`config.mk`:
```
export PLATFORM = sky130hd
export DESIGN_NAME = tgm_tx_framing
export DESIGN_NICKNAME = d
export VERILOG_FILES = /design/src/tgm_pkg.sv /design/src/tgm_tx_framing.sv
export VERILOG_INCLUDE_DIRS = /design/src
export SDC_FILE = /design/constraint.sdc
export NUM_CORES = 1
export LEC_CHECK = 0
export BUFFER_PORTS_ARGS = -buffer_cell sky130_fd_sc_hd__buf_2
export CORE_ASPECT_RATIO = 1.25
export CORE_MARGIN = 3
export CORE_UTILIZATION = 40
export CTS_CLUSTER_SIZE = 14
export DETAILED_ROUTE_END_ITERATION = 6
export GPL_TIMING_DRIVEN = 0
export PLACE_DENSITY = 0.7
export SKIP_CTS_REPAIR_TIMING = 1
export SLEW_MARGIN = 10
export SYNTH_ARGS = -nofsm -noshare
export SYNTH_HDL_FRONTEND = slang
export SYNTH_SLANG_ARGS = --single-unit
```
`constraint.sdc`:
```
create_clock -name clk_sys -period 5.9 [get_ports clk_sys]
set_clock_uncertainty 0.15 [all_clocks]
set_input_delay 1.18 -clock clk_sys [delete_from_list [all_inputs] [get_ports clk_sys]]
set_output_delay 1.18 -clock clk_sys [all_outputs]
set_load 0.02 [all_outputs]
```
`src/tgm_params.svh`:
```
`ifndef TGM_PARAMS_SVH
`define TGM_PARAMS_SVH
// =====================================================================
// link control characters
`define TGM_CH_IDLE 8'h07
`define TGM_CH_START 8'hfb
`define TGM_CH_TERM 8'hfd
`define TGM_CH_ERR 8'hfe
`define TGM_CH_PRE 8'h55
`define TGM_CH_SFD 8'hd5
`define TGM_CH_SEQ 8'h9c
`define TGM_CH_RFLT 8'h02
// =====================================================================
// frame length limits and tag types
`define TGM_LEN_W 14
`define TGM_MAX_UNTAGGED 14'd1518
`define TGM_MAX_TAGGED 14'd1522
`define TGM_TPID_VLAN 16'h8100
`define TGM_TPID_QINQ 16'h88a8
`define TGM_TAG_BEAT 2'd1
// =====================================================================
// gap timing, in bytes and four-byte columns
`define TGM_MIN_GAP_COLS 8'd3
`define TGM_MIN_GAP_BYTES 10'd12
`define TGM_WORD_BYTES 10'd8
`define TGM_DIC_MAX 10'd3
// =====================================================================
// fault status positions and config word address
`define TGM_RS_CFG_OFFSET 16'h0410
`define TGM_RS_LF_BIT 28
`define TGM_RS_RF_BIT 29
`define TGM_STAT_LF_BIT 0
`define TGM_STAT_RF_BIT 1
`endif

```
`src/tgm_pkg.sv`:
```
package tgm_pkg;
	// client beat, lanes of 8 bits each
	typedef struct packed {
		logic [63:0] tdata;
		logic [7:0] tkeep;
		logic tuser;
		logic tlast;
	} tgm_beat_t;
	typedef struct packed {
		logic jumbo_en;
		logic tagged_frame_enable;
		logic qinq_en;
		logic custom_length_limit_enable;
		logic [13:0] mtu_size;
		logic ifg_adjust_en;
		logic idle_deficit_balancing;
		logic custom_preamble_en;
		logic fault_inhibit;
	} tgm_cfg_t;
	typedef struct packed {
		logic [63:0] txd;
		logic [7:0] txc;
	} tgm_xgmii_t;
	typedef enum logic [5:0] {
		ST_IDLE = 6'b000001,
		ST_DATA = 6'b000010,
		ST_TERM = 6'b000100,
		ST_DROP = 6'b001000,
		ST_IFG = 6'b010000,
		ST_SPARE = 6'b100000
	} tgm_state_t;
endpackage

```
`src/tgm_tx_framing.sv`:
```
`timescale 1ns/1ps
`default_nettype none
`include "tgm_params.svh"
module tgm_tx_framing #(
	parameter int DATA_W = 64
) (
	input wire logic clk_sys,
	input wire logic reset_n,
	input wire tgm_pkg::tgm_beat_t s_axis_beat,
	input wire logic s_axis_tvalid,
	output logic s_axis_tready,
	input wire logic [7:0] tx_ifg_delay,
	input wire tgm_pkg::tgm_cfg_t cfg,
	input wire logic rx_local_fault,
	input wire logic rx_remote_fault,
	output tgm_pkg::tgm_xgmii_t xgmii_tx,
	output logic [1:0] status_vector,
	output logic [31:0] reconciliation_config_word
);
	import tgm_pkg::*;

	// =====================================================================
	// elaboration check: only the 64-bit lane layout is built
	generate
		if (DATA_W != 64) begin : g_bad_width
			$error("tgm_tx_framing supports DATA_W of 64 only");
		end
	endgenerate

	function automatic logic [3:0] pop8(input logic [7:0] k);
		logic [3:0] n;
		n = 4'd0;
		for (int i = 0; i < 8; i++) begin
			n = n + {3'd0, k[i]};
		end
		return n;
	endfunction

	function automatic tgm_xgmii_t fill_word(input logic [7:0] ch);
		tgm_xgmii_t w;
		w.txd = {8{ch}};
		w.txc = 8'hff;
		return w;
	endfunction

	// =====================================================================
	// fault input synchronisers, fault flags come from the receive side
	logic [1:0] lf_sync_ff;
	logic [1:0] rf_sync_ff;
	always_ff @(posedge clk_sys or negedge reset_n) begin
		if (!reset_n) begin
			lf_sync_ff <= 2'b00;
			rf_sync_ff <= 2'b00;
		end else begin
			lf_sync_ff <= {lf_sync_ff[0], rx_local_fault};
			rf_sync_ff <= {rf_sync_ff[0], rx_remote_fault};
		end
	end
	logic lf_seen;
	logic rf_seen;
	logic fault_block;
	assign lf_seen = lf_sync_ff[1];
	assign rf_seen = rf_sync_ff[1];
	// inhibit lets frames through whatever the far end reports
	assign fault_block = (lf_seen | rf_seen) & ~cfg.fault_inhibit;
	// status straight from the second sync stage
	assign status_vector[`TGM_STAT_LF_BIT] = lf_seen;
	assign status_vector[`TGM_STAT_RF_BIT] = rf_seen;
	always_comb begin
		reconciliation_config_word = 32'h0000_0000;
		reconciliation_config_word[`TGM_RS_LF_BIT] = lf_seen;
		reconciliation_config_word[`TGM_RS_RF_BIT] = rf_seen;
	end

	// =====================================================================
	// framing state
	tgm_state_t st_ff, nxt_st;
	tgm_xgmii_t xg_ff, nxt_xg;
	logic [`TGM_LEN_W-1:0] len_ff, nxt_len;
	logic err_ff, nxt_err;
	logic drop_ff, nxt_drop;
	logic tag_ff, nxt_tag;
	logic [1:0] beat_ff, nxt_beat;
	// one bit above the longest requested gap, so the count cannot wrap and hang
	logic [10:0] idle_ff, nxt_idle;
	logic [9:0] def_ff, nxt_def;
	logic tready;
	logic [3:0] pop;
	logic [`TGM_LEN_W-1:0] lim;
	logic [`TGM_LEN_W-1:0] sum;
	logic over;
	logic err_n;
	logic [9:0] tgt;
	logic [9:0] allow;
	logic [15:0] tpid;
	tgm_xgmii_t quiet;

	assign s_axis_tready = tready;
	assign xgmii_tx = xg_ff;

	// next values for the whole frame path; the link output is registered, ready comes straight from this logic
	always_comb begin
		nxt_st = st_ff;
		nxt_xg = fill_word(`TGM_CH_IDLE);
		nxt_len = len_ff;
		nxt_err = err_ff;
		nxt_drop = drop_ff;
		nxt_tag = tag_ff;
		nxt_beat = beat_ff;
		nxt_idle = idle_ff;
		nxt_def = def_ff;
		tready = 1'b0;
		pop = pop8(s_axis_beat.tkeep);
		sum = len_ff + {10'd0, pop};
		tpid = {s_axis_beat.tdata[39:32], s_axis_beat.tdata[47:40]};
		// jumbo first, then programmed limit, then tag-extended limit
		if (cfg.custom_length_limit_enable) begin
			lim = cfg.mtu_size;
		end else if (cfg.tagged_frame_enable && tag_ff) begin
			lim = `TGM_MAX_TAGGED;
		end else begin
			lim = `TGM_MAX_UNTAGGED;
		end
		over = ~cfg.jumbo_en && (sum > lim);
		// abort flag sampled only on accepted beats
		err_n = err_ff | s_axis_beat.tuser | over;
		// requested gap never below three columns
		if (cfg.ifg_adjust_en && tx_ifg_delay > `TGM_MIN_GAP_COLS) begin
			tgt = {tx_ifg_delay, 2'b00};
		end else begin
			tgt = `TGM_MIN_GAP_BYTES;
		end
		allow = cfg.idle_deficit_balancing ? (`TGM_DIC_MAX - def_ff) : 10'd0;
		// local fault seen: answer with remote fault sets; remote seen: idle
		quiet = fill_word(`TGM_CH_IDLE);
		if (fault_block && lf_seen) begin
			quiet.txd = {2{`TGM_CH_RFLT, 8'h00, 8'h00, `TGM_CH_SEQ}};
			quiet.txc = 8'h11;
		end
		case (st_ff)
			ST_IDLE: begin
				nxt_xg = quiet;
				nxt_len = '0;
				nxt_err = 1'b0;
				nxt_drop = 1'b0;
				nxt_tag = 1'b0;
				nxt_beat = 2'd0;
				if (fault_block) begin
					// swallow whatever the client offers
					tready = 1'b1;
					if (s_axis_tvalid && !s_axis_beat.tlast) begin
						nxt_st = ST_DROP;
					end
				end else if (s_axis_tvalid) begin
					nxt_st = ST_DATA;
					nxt_xg.txc = 8'h01;
					if (cfg.custom_preamble_en) begin
						// first beat is preamble, consumed here
						tready = 1'b1;
						nxt_xg.txd = {s_axis_beat.tdata[55:0], `TGM_CH_START};
					end else begin
						nxt_xg.txd = {`TGM_CH_SFD, {6{`TGM_CH_PRE}}, `TGM_CH_START};
					end
				end
			end
			ST_DATA: begin
				tready = 1'b1;
				if (!s_axis_tvalid) begin
					// starved mid-frame: mark errored, wait for the client
					nxt_err = 1'b1;
					nxt_xg = fill_word(`TGM_CH_ERR);
				end else begin
					nxt_len = sum;
					nxt_err = err_n;
					if (beat_ff != 2'd3) begin
						nxt_beat = beat_ff + 2'd1;
					end
					if (beat_ff == `TGM_TAG_BEAT && (tpid == `TGM_TPID_VLAN ||
						(cfg.qinq_en && tpid == `TGM_TPID_QINQ))) begin
						nxt_tag = 1'b1;
					end
					for (int i = 0; i < 8; i++) begin
						if (s_axis_beat.tkeep[i]) begin
							nxt_xg.txd[8*i +: 8] = err_n ? `TGM_CH_ERR : s_axis_beat.tdata[8*i +: 8];
							nxt_xg.txc[i] = err_n;
						end else if (s_axis_beat.tlast && pop == 4'(i)) begin
							nxt_xg.txd[8*i +: 8] = `TGM_CH_TERM;
						end
					end
					if (over) begin
						// truncate: errored word, terminate, drop the rest
						nxt_xg = fill_word(`TGM_CH_ERR);
						nxt_st = ST_TERM;
						nxt_drop = ~s_axis_beat.tlast;
					end else if (s_axis_beat.tlast) begin
						if (pop == 4'd8) begin
							nxt_st = ST_TERM;
						end else begin
							nxt_st = ST_IFG;
							nxt_idle = 11'd7 - {7'd0, pop};
						end
					end
				end
			end
			ST_TERM: begin
				nxt_xg.txd[7:0] = `TGM_CH_TERM;
				nxt_idle = 11'd7;
				nxt_st = drop_ff ? ST_DROP : ST_IFG;
			end
			ST_DROP: begin
				// discard the tail of a truncated or fault-blocked frame
				nxt_xg = quiet;
				tready = 1'b1;
				if (s_axis_tvalid && s_axis_beat.tlast) begin
					nxt_st = ST_IFG;
					nxt_idle = 11'd0;
				end
			end
			ST_IFG: begin
				// back pressure while the gap runs
				nxt_xg = quiet;
				nxt_idle = idle_ff + {1'b0, `TGM_WORD_BYTES};
				// balancing may shorten the gap, never under twelve bytes
				if (nxt_idle >= {1'b0, `TGM_MIN_GAP_BYTES} &&
					nxt_idle + {1'b0, allow} >= {1'b0, tgt}) begin
					nxt_st = ST_IDLE;
					// in the narrowing branch the deficit never rises above three
					if (nxt_idle < {1'b0, tgt}) begin
						nxt_def = def_ff + (tgt - nxt_idle[9:0]);
					end else if (nxt_idle - {1'b0, tgt} >= {1'b0, def_ff}) begin
						nxt_def = 10'd0;
					end else begin
						nxt_def = def_ff - (nxt_idle[9:0] - tgt);
					end
				end
			end
			default: begin
				nxt_st = ST_IDLE;
			end
		endcase
	end

	// registers of the frame path
	always_ff @(posedge clk_sys or negedge reset_n) begin
		if (!reset_n) begin
			st_ff <= ST_IDLE;
			xg_ff <= '{txd: {8{`TGM_CH_IDLE}}, txc: 8'hff};
			len_ff <= '0;
			err_ff <= 1'b0;
			drop_ff <= 1'b0;
			tag_ff <= 1'b0;
			beat_ff <= 2'd0;
			idle_ff <= {1'b0, `TGM_MIN_GAP_BYTES};
			def_ff <= 10'd0;
		end else begin
			st_ff <= nxt_st;
			xg_ff <= nxt_xg;
			len_ff <= nxt_len;
			err_ff <= nxt_err;
			drop_ff <= nxt_drop;
			tag_ff <= nxt_tag;
			beat_ff <= nxt_beat;
			idle_ff <= nxt_idle;
			def_ff <= nxt_def;
		end
	end

	logic beat_ok;
	assign beat_ok = s_axis_tvalid & tready;
	// link watch for the gap floor: a terminate in lanes 4..7 leaves under four idles in its word
	logic chk_term_any;
	logic chk_term_late;
	logic chk_start;
	always_comb begin
		chk_term_any = 1'b0;
		chk_term_late = 1'b0;
		for (int i = 0; i < 8; i++) begin
			if (xgmii_tx.txc[i] && xgmii_tx.txd[8*i +: 8] == `TGM_CH_TERM) begin
				chk_term_any = 1'b1;
				chk_term_late = chk_term_late | (i >= 4);
			end
		end
	end
	assign chk_start = xgmii_tx.txc[0] && xgmii_tx.txd[7:0] == `TGM_CH_START;
endmodule
`default_nettype wire

```
==> run summary <==
Across the run, the number of max-cap violations was 0. After synthesis, flip-flops and latches occupy 33.7% of the total area. 216 I/O pins were placed. The number of antenna violations at the first check in global routing came out at 4.

By instance count, the cell type seen most on the critical path is fa_1. The fmax is 0.146 GHz. The number of routed nets with antenna violations is 0. The number of setup violations in the final report came out at 88. The number of global-route vias before repair was 8,502. The detailed-router iteration count before antenna repair is 5.

Yosys printed 0 warnings. Buffers placed on the I/O ports in this run total 185. The number of endpoints with negative hold slack in the final report came out at 0.

TritonCTS built the clock tree. The power share of the combinational group came out at 63.5%. The average cell area after synthesis came out at 8.86 µm². The share of cells above drive strength 1 is 34.0%.

The distinct cell type count after synthesis came out at 89. The sequential fraction of design power came out at 20.8%. The count of final max-slew check failures came out at 0. Setup slack on the critical path of the routed design comes to -0.962 ns. The mapped netlist covers 9120 µm². The via count is 8,930.

The master cell of the clock root buffer is clkbuf_16. In this run the power spent charging and discharging nets is 3.02 mW. At the later pin of the worst-skew pair, clock insertion delay measures 0.42 ns. The maximum level of the CTS H-tree came out at 4. The cell-internal power is 3.50 mW. The number of buffers between clock root and the deepest sink is 2.

The count of fill cells added during filler insertion came out at 1,992. The total power consumption of the routed design came out at 6.52 mW. In this run, synthesis produced a sequential element count of 121. The final setup TNS came out at -75.14 ns. The final weighted congestion of routability-driven global placement is 0.939.

The area growth from synthesis to final layout is 32.2%. The DRC violation count after routing is 0. The portion of the clock cycle consumed by the worst path in the final layout came out at 116%. The vertical die dimension is 175 µm. In the layout the commonest cells are 183 x buf_2, 97 x nand2_1, 86 x dfrtp_1, 77 x o21ai_0, 70 x ha_1. In this run the worst hold path is classified as register to register. The total grt overflow is 0. The total die area is 24,700 µm². The checks that failed: negative setup slack. The reg2reg setup slack is 0.76 ns. The data arrival time of the critical path is 7.05 ns. The clock drives 121 sinks. The dominant register cell in the synthesized netlist is dfrtp_1. The part of the total power dissipated in the clock network is 15.7%. The number of synthesized flops with an enable pin is 0. VDD sags by at most 547 µV. The leading cell type in the layout, fill and taps excluded is buf_2. Detailed placement finished with a half-perimeter wire length of 22,800 µm. At the pin with the least slew margin, the transition time is 0.954 ns. The net switching share of the total power is 46.3%. The total routing resource utilization after global routing is 23.2%. The core footprint came out at 22,400 µm². The static leakage power is 5.82 nW. The number of nets at the end of the flow came out at 1,495. The largest stage delay on the critical path came out at 0.60 ns. The number of buffers inserted during clock tree synthesis is 17. Of all nets on the critical path, the largest fanout is 6. The worst slew margin relative to its limit is 36.2%. After detailed routing, the number of vias per cell comes to 5.59. Setup repair after global routing could not meet its margin everywhere.

The clock slew seen by the registers of the worst setup and hold paths came out at 0.06 ns. The post-layout minimum cycle time is 6.86 ns. For the worst setup path, the data required time is 6.09 ns. For this configuration, the core starts out at a cell density of 40.8%. Row generation in the floorplan step produced 61 rows. The floorplan die width came out at 141 µm. The kind of end point of the critical path is a register. The pin count of the biggest net entering global routing is 75. The cell count after synthesis came out at 1,029. In this run, the number of DRC markers left after iteration 0 of detailed routing was 623.

The first global-routing pass estimated 45,300 µm of wire. The async set-or-reset flop fraction in the synthesized netlist came out at 100%. The standard cell with the maximum stage delay on the critical path is fa_2.

The worst setup path is of the primary input to register kind. The total power per unit cell area is 541 nW/µm². The worst setup path is launched from a primary input. The wire length per cell came out at 18.6 µm.

The total routed wirelength came out at 29,700 µm. The flow ran to the end, but the final reports show violations.
## layout make-up
type | count | area (µm²) | share of cell area [%]
multi-input cells | 807 | 6010 | 49.9
plain buffers | 68 | 464 | 3.85
repair buffers | 222 | 1320 | 11.0
flip-flops and latches | 121 | 3070 | 25.5
well taps | 283 | 354 | 2.94
inverters | 62 | 260 | 2.16
clock buffers | 18 | 429 | 3.56
clock inverters | 14 | 133 | 1.10
diodes | 3 | 7.51 | 0.0623
## kinds of logic (layout without fill, tap and decap cells)
logic type / Yosys count / in the layout / share of synthesized area, %
flops: 121 / 121 / 33.7
simple gates: 350 / 350 / 19.9
fa+ha+maj: 87 / 87 / 13.2
other cells: 1 / 33 / 0.0411
mux: 2 / 2 / 0.247
xor+xnor: 43 / 43 / 4.42
buf+inv: 130 / 384 / 7.00
compound gates: 295 / 295 / 21.5
## worst max-delay path, delay by kind of cell
family / cells / cell delay (ns)
fa+ha+maj: 7 / 2.78
buf+inv: 7 / 0.74
xor+xnor: 1 / 0.18
compound gates: 7 / 1.03
simple gates: 5 / 1.13
## cell usage after synthesis, types with 3 or more instances
library cell,number,share of area [%]
a31oi_1,5,0.34
o21bai_1,4,0.33
nand2b_1,12,0.82
o21a_1,7,0.58
nand3_1,41,2.3
nor2_1,74,3.0
clkbuf_1,25,1.0
nand3b_1,4,0.33
buf_2,6,0.33
xor2_1,18,1.7
o311ai_0,8,0.77
or3_1,5,0.34
buf_4,34,2.8
a21boi_0,5,0.41
and3b_1,4,0.38
nand4_1,6,0.41
o31ai_1,5,0.41
nand2_1,101,4.2
xnor2_1,23,2.2
o211ai_1,14,1.2
o22ai_1,4,0.27
or4_1,3,0.25
a22o_1,3,0.29
dfstp_2,35,10
o21ai_0,109,6.0
ha_1,72,9.9
a22o_2,5,0.55
o31a_1,4,0.38
and2_1,12,0.82
nor3_2,3,0.33
nor3b_1,5,0.41
and3_1,9,0.62
inv_1,61,2.5
o221ai_1,16,1.5
nor3_1,16,0.88
fa_1,15,3.3
a211oi_1,7,0.58
or2_2,5,0.34
nor4_1,4,0.27
a21o_1,24,2.0
a21oi_1,46,2.5
dfrtp_1,86,24
nor2b_1,28,1.9
## routing by layer
metal | track usage, % | up-vias | routed length [µm]
met1 | 31.5 | 4272 | 12300
li1 | - | 4160 | -
met3 | 3.34 | 63 | 2190
met2 | 38.5 | 433 | 14500
met4 | 7.11 | 2 | 740
met5 | 0 | - | 13
## final timing paths
kind                           startpoint            end  depth (start not counted)
min in group asynchronous         reset_n      def_ff[2]                          1
min reg2reg                 lf_sync_ff[0]  lf_sync_ff[1]                          0
max                        s_axis_beat[5]   xgmii_tx[64]                         27
max in group asynchronous         reset_n       st_ff[0]                          2
max reg2reg                    idle_ff[3]      def_ff[9]                         18
min                         lf_sync_ff[0]  lf_sync_ff[1]                          0
## state kept, by name, summed over array words and instances (netlist names), 2 cells and up
| name | cells |
|---|---|
| def_ff | 10 |
| xgmii_tx | 72 |
| idle_ff | 11 |
| st_ff | 5 |
| beat_ff | 2 |
| rf_sync_ff | 2 |
| len_ff | 14 |
| lf_sync_ff | 2 |
## power groups by stage
stage               sequential (mW)  combinational [mW]  clock, mW
CTS                            1.36                3.96       1.04
finish                         1.36                4.14       1.02
global placement               1.37                3.84          0
global route                   1.39                4.58       1.08
detailed placement             1.37                3.93          0
floorplan                      1.57                2.69          0
## per-stage QoR
stage / instance area, µm² / setup slack, ns / hold WS [ns] / instances / utilization, %
4_1_cts: 11300 / -1.30 / 0.204 / 1559 / 50.7
2_1_floorplan: 9470 / -0.741 / 0.181 / 1058 / -
6_report: 12000 / -0.962 / 0.199 / 1598 / 53.9
3_5_place_dp: 10800 / -1.72 / 0.190 / 1527 / 48.2
3_3_place_gp: 10800 / -1.73 / 0.182 / 1526 / 48.1
5_1_grt: 12000 / -1.18 / 0.207 / 1598 / 53.9
Note: power is estimated with default switching activity, not from simulation.
